$ cat src/pulse_counter_pkg.sv
package pulse_counter_pkg;

    // =====================================================================
    // bus geometry
    localparam int ADDR_W = 12;
    localparam int DATA_W = 32;
    localparam int CHAN_STRIDE_LSB = 6;
    localparam int REG_IDX_LSB = 2;
    localparam int REG_IDX_W = 4;

    // =====================================================================
    // register map: word indices inside one channel window of 0x40 bytes
    localparam logic [REG_IDX_W-1:0] REG_CONFIG = 4'h0;
    localparam logic [REG_IDX_W-1:0] REG_START_CFG = 4'h1;
    localparam logic [REG_IDX_W-1:0] REG_WRAP_CFG = 4'h2;
    localparam logic [REG_IDX_W-1:0] REG_START_OVR = 4'h3;
    localparam logic [REG_IDX_W-1:0] REG_WRAP_OVR = 4'h4;
    localparam logic [REG_IDX_W-1:0] REG_CONTROL = 4'h5;
    localparam logic [REG_IDX_W-1:0] REG_COUNT = 4'h6;
    localparam logic [REG_IDX_W-1:0] REG_CAPTURED = 4'h7;
    localparam logic [REG_IDX_W-1:0] REG_RATE = 4'h8;

    // =====================================================================
    // field positions of the configuration and control words
    localparam int CFG_MODE_LSB = 0;
    localparam int CFG_MODE_W = 2;
    localparam int CFG_STORE_LSB = 2;
    localparam int CFG_STORE_W = 3;
    localparam int CFG_INV_BIT = 5;
    localparam int CTRL_LOAD_BIT = 0;

    // =====================================================================
    // counting modes and store modes
    typedef enum logic [1:0]
    {
        MODE_PLAIN = 2'h0,
        MODE_SINGLE_EDGE = 2'h1,
        MODE_FOUR_EDGE = 2'h2
    } count_mode_t;

    typedef enum logic [2:0]
    {
        STORE_NONE = 3'h0,
        STORE_CONTINUE = 3'h1,
        STORE_WAIT_RESUME = 3'h2,
        STORE_RESET_WAIT_START = 3'h3,
        STORE_RESET_START = 3'h4
    } store_mode_t;

    // =====================================================================
    // timing
    localparam int CLK_PERIOD_NS = 10;
    localparam int RATE_WINDOW_US = 1000;
    localparam int RATE_WINDOW_CYCLES = RATE_WINDOW_US * 1000 / CLK_PERIOD_NS;

endpackage

$ cat src/pulse_encoder_counter_capture.sv
// Local design decisions: the APB interface to the registers and the register offsets.
`timescale 1ns/1ns
module pulse_encoder_counter_capture
#(
    parameter int NUM_CH = 2,
    parameter int COUNT_W = 32,
    parameter int RATE_CYCLES = pulse_counter_pkg::RATE_WINDOW_CYCLES
)
(
    input wire logic clk_sys,
    input wire logic rst_b,
    input wire logic psel,
    input wire logic penable,
    input wire logic pwrite,
    input wire logic [pulse_counter_pkg::ADDR_W-1:0] paddr,
    input wire logic [pulse_counter_pkg::DATA_W-1:0] pwdata,
    output logic [pulse_counter_pkg::DATA_W-1:0] prdata,
    output logic pready,
    output logic pslverr,
    input wire logic [NUM_CH-1:0] countIn,
    input wire logic [NUM_CH-1:0] dirIn,
    input wire logic [NUM_CH-1:0] gateIn
);
    import pulse_counter_pkg::*;

    // =====================================================================
    // elaboration checks
    if (NUM_CH < 1 || NUM_CH > 4)
        $error("NUM_CH must be 1 to 4");
    if (COUNT_W < 2 || COUNT_W > DATA_W)
        $error("COUNT_W must be 2 to 32");
    if (RATE_CYCLES < 2)
        $error("RATE_CYCLES must be at least 2");

    // =====================================================================
    // state
    typedef struct packed {
        logic [2:0] sync1;
        logic [2:0] sync2;
        logic [2:0] prevIn;
        logic prevActive;
        count_mode_t mode;
        store_mode_t store;
        logic invGate;
        logic [COUNT_W-1:0] startCfg;
        logic [COUNT_W-1:0] wrapCfg;
        logic [COUNT_W-1:0] startOvr;
        logic [COUNT_W-1:0] wrapOvr;
        logic [COUNT_W-1:0] count;
        logic [COUNT_W-1:0] captured;
        logic loadReq;
        logic pendValid;
        logic pendUp;
        logic [COUNT_W-1:0] rateAcc;
        logic [COUNT_W-1:0] rate;
    } chan_t;

    typedef struct packed {
        chan_t [NUM_CH-1:0] ch;
        logic [31:0] winCnt;
        logic [DATA_W-1:0] prdata;
        logic pready;
        logic pslverr;
    } state_t;

    localparam logic [31:0] WIN_LAST = 32'(RATE_CYCLES - 1);
    localparam logic [COUNT_W-1:0] CNT_ZERO = '0;
    localparam logic [COUNT_W-1:0] CNT_ONE = COUNT_W'(1);

    state_t state_ff;
    state_t nxt_state;

    logic [NUM_CH-1:0] rawStep;
    logic [NUM_CH-1:0] rawUp;
    logic [NUM_CH-1:0] capEvent;
    logic [NUM_CH-1:0] frozen;
    logic [NUM_CH-1:0] applied;
    logic [COUNT_W-1:0] startVal [NUM_CH];
    logic [COUNT_W-1:0] wrapVal [NUM_CH];
    logic winEnd;
    logic accessEnd;

    // =====================================================================
    // helpers
    // a zero limit means no wrap limit at all: the count runs over its full width
    function automatic logic [COUNT_W-1:0] stepCount(
        input logic [COUNT_W-1:0] cnt,
        input logic up,
        input logic [COUNT_W-1:0] lim
    );
        logic [COUNT_W-1:0] res;
        res = cnt;
        if (up)
        begin
            if (lim != CNT_ZERO && cnt + CNT_ONE >= lim)
                res = CNT_ZERO;
            else
                res = cnt + CNT_ONE;
        end
        else
        begin
            if (cnt == CNT_ZERO)
                res = (lim != CNT_ZERO) ? lim - CNT_ONE : '1;
            else
                res = cnt - CNT_ONE;
        end
        return res;
    endfunction

    function automatic logic [COUNT_W-1:0] pickOverride(
        input logic [COUNT_W-1:0] cfg,
        input logic [COUNT_W-1:0] ovr
    );
        return (ovr != CNT_ZERO) ? ovr : cfg;
    endfunction

    function automatic logic badAddr(input logic [ADDR_W-1:0] a);
        logic bad;
        bad = (a[REG_IDX_LSB-1:0] != '0);
        bad = bad || (a[CHAN_STRIDE_LSB-1:REG_IDX_LSB] > REG_RATE);
        bad = bad || (32'(a >> CHAN_STRIDE_LSB) >= NUM_CH);
        return bad;
    endfunction

    function automatic logic [DATA_W-1:0] readReg(
        input chan_t c,
        input logic [REG_IDX_W-1:0] idx
    );
        logic [DATA_W-1:0] d;
        d = '0;
        case (idx)
            REG_CONFIG:
            begin
                d[CFG_MODE_LSB +: CFG_MODE_W] = c.mode;
                d[CFG_STORE_LSB +: CFG_STORE_W] = c.store;
                d[CFG_INV_BIT] = c.invGate;
            end
            REG_START_CFG: d[COUNT_W-1:0] = c.startCfg;
            REG_WRAP_CFG: d[COUNT_W-1:0] = c.wrapCfg;
            REG_START_OVR: d[COUNT_W-1:0] = c.startOvr;
            REG_WRAP_OVR: d[COUNT_W-1:0] = c.wrapOvr;
            REG_COUNT: d[COUNT_W-1:0] = c.count;
            REG_CAPTURED: d[COUNT_W-1:0] = c.captured;
            REG_RATE: d = DATA_W'($signed(c.rate));
            default: d = '0;
        endcase
        return d;
    endfunction

    // =====================================================================
    // next state
    always_comb
    begin
        logic [2:0] cur;
        logic [2:0] old;
        logic aRise;
        logic aFall;
        logic aEdge;
        logic bEdge;
        logic active;
        logic resetMode;
        logic stepNow;
        logic stepUp;
        int ci;
        logic [REG_IDX_W-1:0] ri;
        cur = '0;
        old = '0;
        aRise = 1'b0;
        aFall = 1'b0;
        aEdge = 1'b0;
        bEdge = 1'b0;
        active = 1'b0;
        resetMode = 1'b0;
        stepNow = 1'b0;
        stepUp = 1'b0;
        ci = 32'(paddr >> CHAN_STRIDE_LSB);
        ri = paddr[CHAN_STRIDE_LSB-1:REG_IDX_LSB];
        nxt_state = state_ff;
        nxt_state.pready = 1'b0;
        nxt_state.pslverr = 1'b0;
        accessEnd = psel && penable && state_ff.pready;
        winEnd = (state_ff.winCnt == WIN_LAST);
        nxt_state.winCnt = winEnd ? '0 : state_ff.winCnt + 32'h0000_0001;

        // one wait state: the answer is prepared in the first access cycle
        if (psel && penable && !state_ff.pready)
        begin
            nxt_state.pready = 1'b1;
            nxt_state.pslverr = badAddr(paddr);
            nxt_state.prdata = '0;
            if (!badAddr(paddr) && !pwrite)
                nxt_state.prdata = readReg(state_ff.ch[ci], ri);
        end

        for (int i = 0; i < NUM_CH; i++)
        begin
            nxt_state.ch[i].sync1 = {gateIn[i], dirIn[i], countIn[i]};
            nxt_state.ch[i].sync2 = state_ff.ch[i].sync1;
            nxt_state.ch[i].prevIn = state_ff.ch[i].sync2;
            cur = state_ff.ch[i].sync2;
            old = state_ff.ch[i].prevIn;
            aRise = cur[0] && !old[0];
            aFall = !cur[0] && old[0];
            aEdge = cur[0] ^ old[0];
            bEdge = cur[1] ^ old[1];

            case (state_ff.ch[i].mode)
                MODE_SINGLE_EDGE:
                begin
                    rawStep[i] = cur[1] && (aRise || aFall);
                    rawUp[i] = aRise;
                end
                MODE_FOUR_EDGE:
                begin
                    rawStep[i] = aEdge || bEdge;
                    rawUp[i] = aEdge ? (cur[0] == cur[1]) : (cur[1] != cur[0]);
                end
                default:
                begin
                    rawStep[i] = aRise;
                    rawUp[i] = !cur[1];
                end
            endcase

            active = cur[2] ^ state_ff.ch[i].invGate;
            nxt_state.ch[i].prevActive = active;
            capEvent[i] = (state_ff.ch[i].store inside {[STORE_CONTINUE:STORE_RESET_START]})
                && active && !state_ff.ch[i].prevActive;
            resetMode = (state_ff.ch[i].store == STORE_RESET_WAIT_START)
                || (state_ff.ch[i].store == STORE_RESET_START);
            frozen[i] = active && ((state_ff.ch[i].store == STORE_WAIT_RESUME)
                || (state_ff.ch[i].store == STORE_RESET_WAIT_START));
            startVal[i] = pickOverride(state_ff.ch[i].startCfg, state_ff.ch[i].startOvr);
            wrapVal[i] = pickOverride(state_ff.ch[i].wrapCfg, state_ff.ch[i].wrapOvr);

            // capture only on active gate edge
            if (capEvent[i])
                nxt_state.ch[i].captured = state_ff.ch[i].count;

            applied[i] = 1'b0;
            stepNow = 1'b0;
            stepUp = 1'b0;
            nxt_state.ch[i].pendValid = 1'b0;
            nxt_state.ch[i].loadReq = 1'b0;
            if (state_ff.ch[i].loadReq)
            begin
                // load start value; edge deferred one cycle
                nxt_state.ch[i].count = startVal[i];
                nxt_state.ch[i].pendValid = rawStep[i];
                nxt_state.ch[i].pendUp = rawUp[i];
            end
            else if (capEvent[i] && resetMode)
            begin
                nxt_state.ch[i].count = CNT_ZERO;
            end
            else if (!frozen[i])
            begin
                // a deferred edge goes first, a fresh one queues behind it
                if (state_ff.ch[i].pendValid)
                begin
                    stepNow = 1'b1;
                    stepUp = state_ff.ch[i].pendUp;
                    nxt_state.ch[i].pendValid = rawStep[i];
                    nxt_state.ch[i].pendUp = rawUp[i];
                end
                else
                begin
                    stepNow = rawStep[i];
                    stepUp = rawUp[i];
                end
                if (stepNow)
                begin
                    nxt_state.ch[i].count = stepCount(state_ff.ch[i].count, stepUp,
                        wrapVal[i]);
                    applied[i] = 1'b1;
                end
            end

            nxt_state.ch[i].rateAcc = state_ff.ch[i].rateAcc;
            if (winEnd)
            begin
                nxt_state.ch[i].rate = state_ff.ch[i].rateAcc;
                nxt_state.ch[i].rateAcc = CNT_ZERO;
            end
            if (applied[i])
                nxt_state.ch[i].rateAcc = nxt_state.ch[i].rateAcc
                    + (stepUp ? CNT_ONE : '1);
        end

        // writes land on the completing edge only
        if (accessEnd && pwrite && !badAddr(paddr))
        begin
            case (ri)
                REG_CONFIG:
                begin
                    nxt_state.ch[ci].mode = count_mode_t'(pwdata[CFG_MODE_LSB +: CFG_MODE_W]);
                    nxt_state.ch[ci].store = store_mode_t'(pwdata[CFG_STORE_LSB +: CFG_STORE_W]);
                    nxt_state.ch[ci].invGate = pwdata[CFG_INV_BIT];
                end
                REG_START_CFG: nxt_state.ch[ci].startCfg = pwdata[COUNT_W-1:0];
                REG_WRAP_CFG: nxt_state.ch[ci].wrapCfg = pwdata[COUNT_W-1:0];
                REG_START_OVR: nxt_state.ch[ci].startOvr = pwdata[COUNT_W-1:0];
                REG_WRAP_OVR: nxt_state.ch[ci].wrapOvr = pwdata[COUNT_W-1:0];
                REG_CONTROL: nxt_state.ch[ci].loadReq = pwdata[CTRL_LOAD_BIT];
                default: nxt_state.ch[ci].loadReq = nxt_state.ch[ci].loadReq;
            endcase
        end
    end

    // =====================================================================
    // registers
    always_ff @(posedge clk_sys or negedge rst_b)
    begin
        if (!rst_b)
            state_ff <= '0;
        else
            state_ff <= nxt_state;
    end

    assign prdata = state_ff.prdata;
    assign pready = state_ff.pready;
    assign pslverr = state_ff.pslverr;

    for (genvar g = 0; g < NUM_CH; g++)
    begin : g_chk

    end
endmodule

$ cat config.mk
export PLATFORM = sky130hd
export DESIGN_NAME = pulse_encoder_counter_capture
export DESIGN_NICKNAME = d
export VERILOG_FILES = /design/src/pulse_counter_pkg.sv /design/src/pulse_encoder_counter_capture.sv
export SDC_FILE = /design/constraint.sdc
export NUM_CORES = 2
export LEC_CHECK = 0
export BUFFER_PORTS_ARGS = -buffer_cell sky130_fd_sc_hd__buf_2
export CAP_MARGIN = 20
export CORE_UTILIZATION = 50
export CTS_CLUSTER_SIZE = 25
export DETAILED_ROUTE_END_ITERATION = 7
export GPL_TIMING_DRIVEN = 0
export HOLD_SLACK_MARGIN = 0.03
export PLACE_DENSITY = 0.77
export SLEW_MARGIN = 25
export SYNTH_ARGS = -nofsm -noshare
export SYNTH_HDL_FRONTEND = slang
export SYNTH_SLANG_ARGS = --single-unit
export TNS_END_PERCENT = 10
$ cat constraint.sdc
create_clock -name clk_sys -period 8.6 [get_ports clk_sys]
set_clock_uncertainty 0.2 [all_clocks]
set_input_delay 1.72 -clock clk_sys [delete_from_list [all_inputs] [get_ports clk_sys]]
set_output_delay 1.72 -clock clk_sys [all_outputs]
set_load 0.005 [all_outputs]
Word-level counts from Yosys, hierarchy flattened
Index checks and enable logic that the tools add are counted.
{"block": "word_totals", "reg_bits": 614, "wordCells": 252, "inputBits": 55, "output_inout_bits": 34}
{"block": "classes", "n_addsub": 9, "bitwise_logic": 6, "n_reduce_logical": 56, "order_cmp": 10, "mux": 108, "n_eq_ne": 23}
{"cell": "$bwmux 550", "n": 9}
{"cell": "$pmux 550 s6", "n": 1}
{"cell": "$demux 275 s1", "n": 8}
{"cell": "$mux 32", "n": 28}
{"cell": "$mux 265", "n": 3}
{"cell": "$mux 550", "n": 1}
{"cell": "$mux 263", "n": 1}
{"cell": "$mux 260", "n": 1}
{"cell": "$mux 259", "n": 1}
{"cell": "$mux 227", "n": 1}
{"cell": "$mux 195", "n": 1}
{"cell": "$reduce_bool 32->1", "n": 6}
{"cell": "$pmux 26 s7", "n": 1}
{"cell": "$mux 163", "n": 1}
{"cell": "$mux 67", "n": 2}
{"cell": "$mux 64", "n": 2}
{"cell": "$sub 32x1->32 const B", "n": 4}
{"cell": "$add 32x1->32 const B", "n": 3}
{"cell": "$mux 66", "n": 1}
{"cell": "$add 32x32->32", "n": 2}
{"cell": "$ge 32x32->1", "n": 2}
{"cell": "$logic_not 32->1", "n": 2}
{"cell": "$pmux 6 s8", "n": 1}
{"cell": "$eq 32x17->1 const B", "n": 1}
{"cell": "25 further kinds", "n": 129}

Depth between registers and ports, before layout
{"block": "logic_depth", "word_depth": 19, "ltp_mapped": 22, "ltp_nobuf": 20}

Worst setup path before layout
OpenSTA, ideal clock, no wires.
{"block": "synth_timing", "kind": "register to register", "start": "reg state_ff[335] in the netlist's numbering", "end": "reg state_ff[129] in the netlist's numbering", "stages_incl_launch_ff": 19, "synth_period_minus_slack_ns": 5.287, "path_slack_ns": 3.313, "required_ns": 8.321, "arrival_time_ns": 5.007, "setup_time_ns": 0.079, "cell_sequence": "dfrtp_1 ha_1 xor2_1 a32oi_1 o22ai_1 mux2_2 buf_1 nand3_1 ha_1 and3_1 a32oi_1 o22a_1 o21ai_0 o21ai_0 o211a_1 a31oi_1 o21ai_0 a2bb2oi_1 xor2_1"}
{"element": "start, declared", "line": "pulse_encoder_counter_capture.sv:70", "text": "state_t state_ff;"}
{"element": "start signal, assigned", "line": "pulse_encoder_counter_capture.sv:317", "text": "state_ff <= nxt_state;"}

==> impl_metrics.csv <==
group,metric,value,unit
outcome,status,"complete, but fails checks",
outcome,violations,"DRC",
timing,hold_viol,0,
floorplanning,io_pins,89,
clocking,clkTransAtPathRegs,0.07,ns
synthesis,synth.distinct_cells,85,
synthesis,ys_ff_latch,614,
global_routing,grt_usage,41.3,%
floorplanning,core,0.0790,sq mm
synthesis,synth-async-reset-ratio,100,%
global_routing,grt_overflow,0,
finish,final_layout_size_suffix_gt1_share,8.85,%
synthesis,yosys.area.top_type_share,38.5,%
floorplanning,die_x,284,microns
synthesis,ys_dominant_reg_cell,"dfrtp_1",
timing,grt_setup_unrepaired,"false",
route,dr.pass1.iters,8,
clocking,cts_max_level,3,
timing,worst_pin_slew,1.28,ns
synthesis,synth_edf_count,0,
critical_path,path_class,"flip-flop to flip-flop",
route,wl_per_cell,29.0,microns
clocking,clock_path_buffers,3,
clocking,tritoncts,"built",
synthesis,synth_cells,4651,
critical_path,end_kind,"flip-flop",
timing,slew_viol_final,0,
synthesis,synth.area.top_cells,"dfrtp_1 (39%), nand2_1 (6.2%), a21oi_1 (5.6%)",
power_and_ir_drop,power.internal,0.00626,W
critical_path,cp-start-kind,"flip-flop",
global_routing,antenna_found_initial,5,
synthesis,synth_fp_nets,4845,
finish,area_growth,11.8,%
placement,dp_hpwl,128,mm
floorplanning,die_h,284,microns
global_routing,grt_max_degree,93,
clocking,cts_resized,0,
synthesis,ys_top_cells_by_count,"nand2_1 (661), dfrtp_1 (614), a21oi_1 (446)",
route,wl,172,mm
floorplanning,die_area,0.0809,sq mm
timing,post-route-period-util,96.3,%
clocking,numCtsBuffers,74,
finish,final_util,56.5,%
power_and_ir_drop,peakVddDrop,154,uV
clocking,root_buffer,"clkbuf_16",
synthesis,synth_most_common_cell,"nand2_1",
timing,fmax,0.121,GHz
hold_path,holdCritStartpoint,"state_ff[613]",
power_and_ir_drop,pwr_density_cell,210,mW/mm^2
route,via_count,40700,
route,route.detailed.drc,41,
synthesis,yosysTopAreaCell,"dfrtp_1",
finish,finalNetCount,5009,
floorplanning,rows,103,
critical_path,cp.arrival,8.63,ns
route,drt_iter0_drc,7256,
power_and_ir_drop,leakage,20.3,nW
timing,setup_ws,0.322,ns
floorplanning,initial_core_util,50.5,%
hold_path,hp-class,"flip-flop to flip-flop",
route,ant_nets,0,
power_and_ir_drop,clockPowerShare,37.5,%
timing,period_needed,8.28,ns
global_routing,grt_pass1_vias,37400,
timing,slew_headroom,14.5,%
finish,n_fill_cell,7175,
synthesis,ys_warn_count,0,
clocking,cts_hold_buf,0,
clocking,clkLatencyLatePin,0.65,ns
synthesis,synth_seq_area_share,38.5,%
timing,finalSetupViolCount,0,
route,viasPerCell,6.88,
power_and_ir_drop,p_comb_share,28.0,%
placement,place_ws,0.912,ns
power_and_ir_drop,switching_share,33.2,%
clocking,postCtsSetupRepairBufs,0,
placement,portBuffers,70,
global_routing,grt_pass1_wl,248,mm
power_and_ir_drop,switchingPower,0.00312,W
run,drv_cap,0,
critical_path,crit_path_max_fanout,10,
placement,place.gp.congestion,1.05,
synthesis,synth_area,0.0399,sq mm
synthesis,synth_area_per_cell,8.58,sq um
power_and_ir_drop,seq_power_share,34.5,%
clocking,clock_sinks,614,
critical_path,cp_data_required_time,8.95,ns
[worst max-delay path, stage by stage, from the launching register on]
cell and delay, ns:
dfrtp_1 0.47, nor4_1 0.93, nand2b_1 0.27, nor4_1 0.82, clkbuf_1 0.68, clkbuf_1 0.57, clkbuf_1 0.57, a21oi_1 0.28
ha_1 0.35, a21o_1 0.16, a211oi_1 0.41, o211ai_1 0.23, a21o_1 0.24, a211oi_1 0.21, or2_2 0.17, o21a_1 0.40
clkbuf_1 0.59, nand2_1 0.30, o221ai_1 0.28
[cells by family (layout without fill, tap and decap cells)]
kind of cell	Yosys count	count (layout)	share of synthesized area, %
AOI/OAI and AO/OA	1578	1578	25.3
and+or+nand+nor	1441	1441	16.9
DFF	614	614	38.5
buffers and inverters	450	670	4.58
xor gates and xnor gates	264	264	5.80
muxes	165	165	4.51
adders and majority gates	139	139	4.40
other	0	3	0
[cells in the final DEF (no fill, tap or decap), types with 23 or more instances in the layout]
master / count
a222oi_1: 54
a31oi_1: 23
ha_1: 137
buf_2: 74
a22o_1: 35
a22oi_1: 107
nor3_1: 82
nand2b_1: 28
or3_1: 27
xor2_1: 109
mux2_2: 118
inv_1: 51
and2_1: 69
xnor2_1: 155
a211oi_1: 49
o211ai_1: 39
nor2_1: 207
a221oi_1: 30
buf_4: 41
buf_1: 25
nand4_1: 82
a21o_1: 219
clkbuf_1: 341
clkbuf_16: 77
nand3_1: 101
a21boi_0: 29
o21ai_0: 382
and3_1: 23
a21oi_1: 446
dfrtp_1: 614
o22ai_1: 29
nor4_1: 53
mux2i_1: 45
nand2_1: 661
[layer usage]
metal,up-vias,part of all wire [%],track usage [%]
li1,17300,-,-
met1,19600,38,54.0
met2,3175,40,57.0
met3,685,16,17.8
met4,12,6.5,22.0
met5,-,0.12,1.19
[stage by stage]
step                instance area, sq um  hold slack (ns)  cells  total power [W]   TNS, ns
floorplan                          39900            0.205   4651          0.00512         0
global placement                   41600            0.217   5771          0.00576  -4648.56
detailed placement                 41900            0.218   5789          0.00582         0
CTS                                44600            0.235   5921          0.00929         0
global route                       44600            0.239   5922          0.00975         0
finish                             44600            0.229   5924          0.00938         0
[worst paths after layout]
kind	depth (start not counted)	slack, ns	endpoint
max	18	0.32	state_ff[169]
min	1	0.23	state_ff[610]
max reg2reg	18	0.32	state_ff[169]
min reg2reg	1	0.23	state_ff[610]
max in group asynchronous	4	5.76	state_ff[86]
min in group asynchronous	1	0.80	state_ff[441]
[power groups by stage]
stage	Clock (W)	Combinational (W)	Sequential [W]
after detailed placement	0	0.00254	0.00328
after global placement	0	0.00248	0.00328
final	0.00352	0.00262	0.00324
after CTS	0.00350	0.00256	0.00324
after global routing	0.00361	0.00288	0.00326
after floorplan	0	0.00188	0.00324
[area by class of cell]
class / count / area [sq um] / area share (%)
multi-input cells: 3587 / 22800 / 51.1
flip-flops and latches: 614 / 15400 / 34.4
clock buffers: 104 / 2170 / 4.86
plain buffers: 399 / 1640 / 3.69
well taps: 1050 / 1310 / 2.94
repair buffers: 88 / 643 / 1.44
clock inverters: 28 / 489 / 1.10
inverters: 51 / 191 / 0.429
diodes: 3 / 7.51 / 0.0168
No activity file was read; power rests on OpenSTA's default activity.
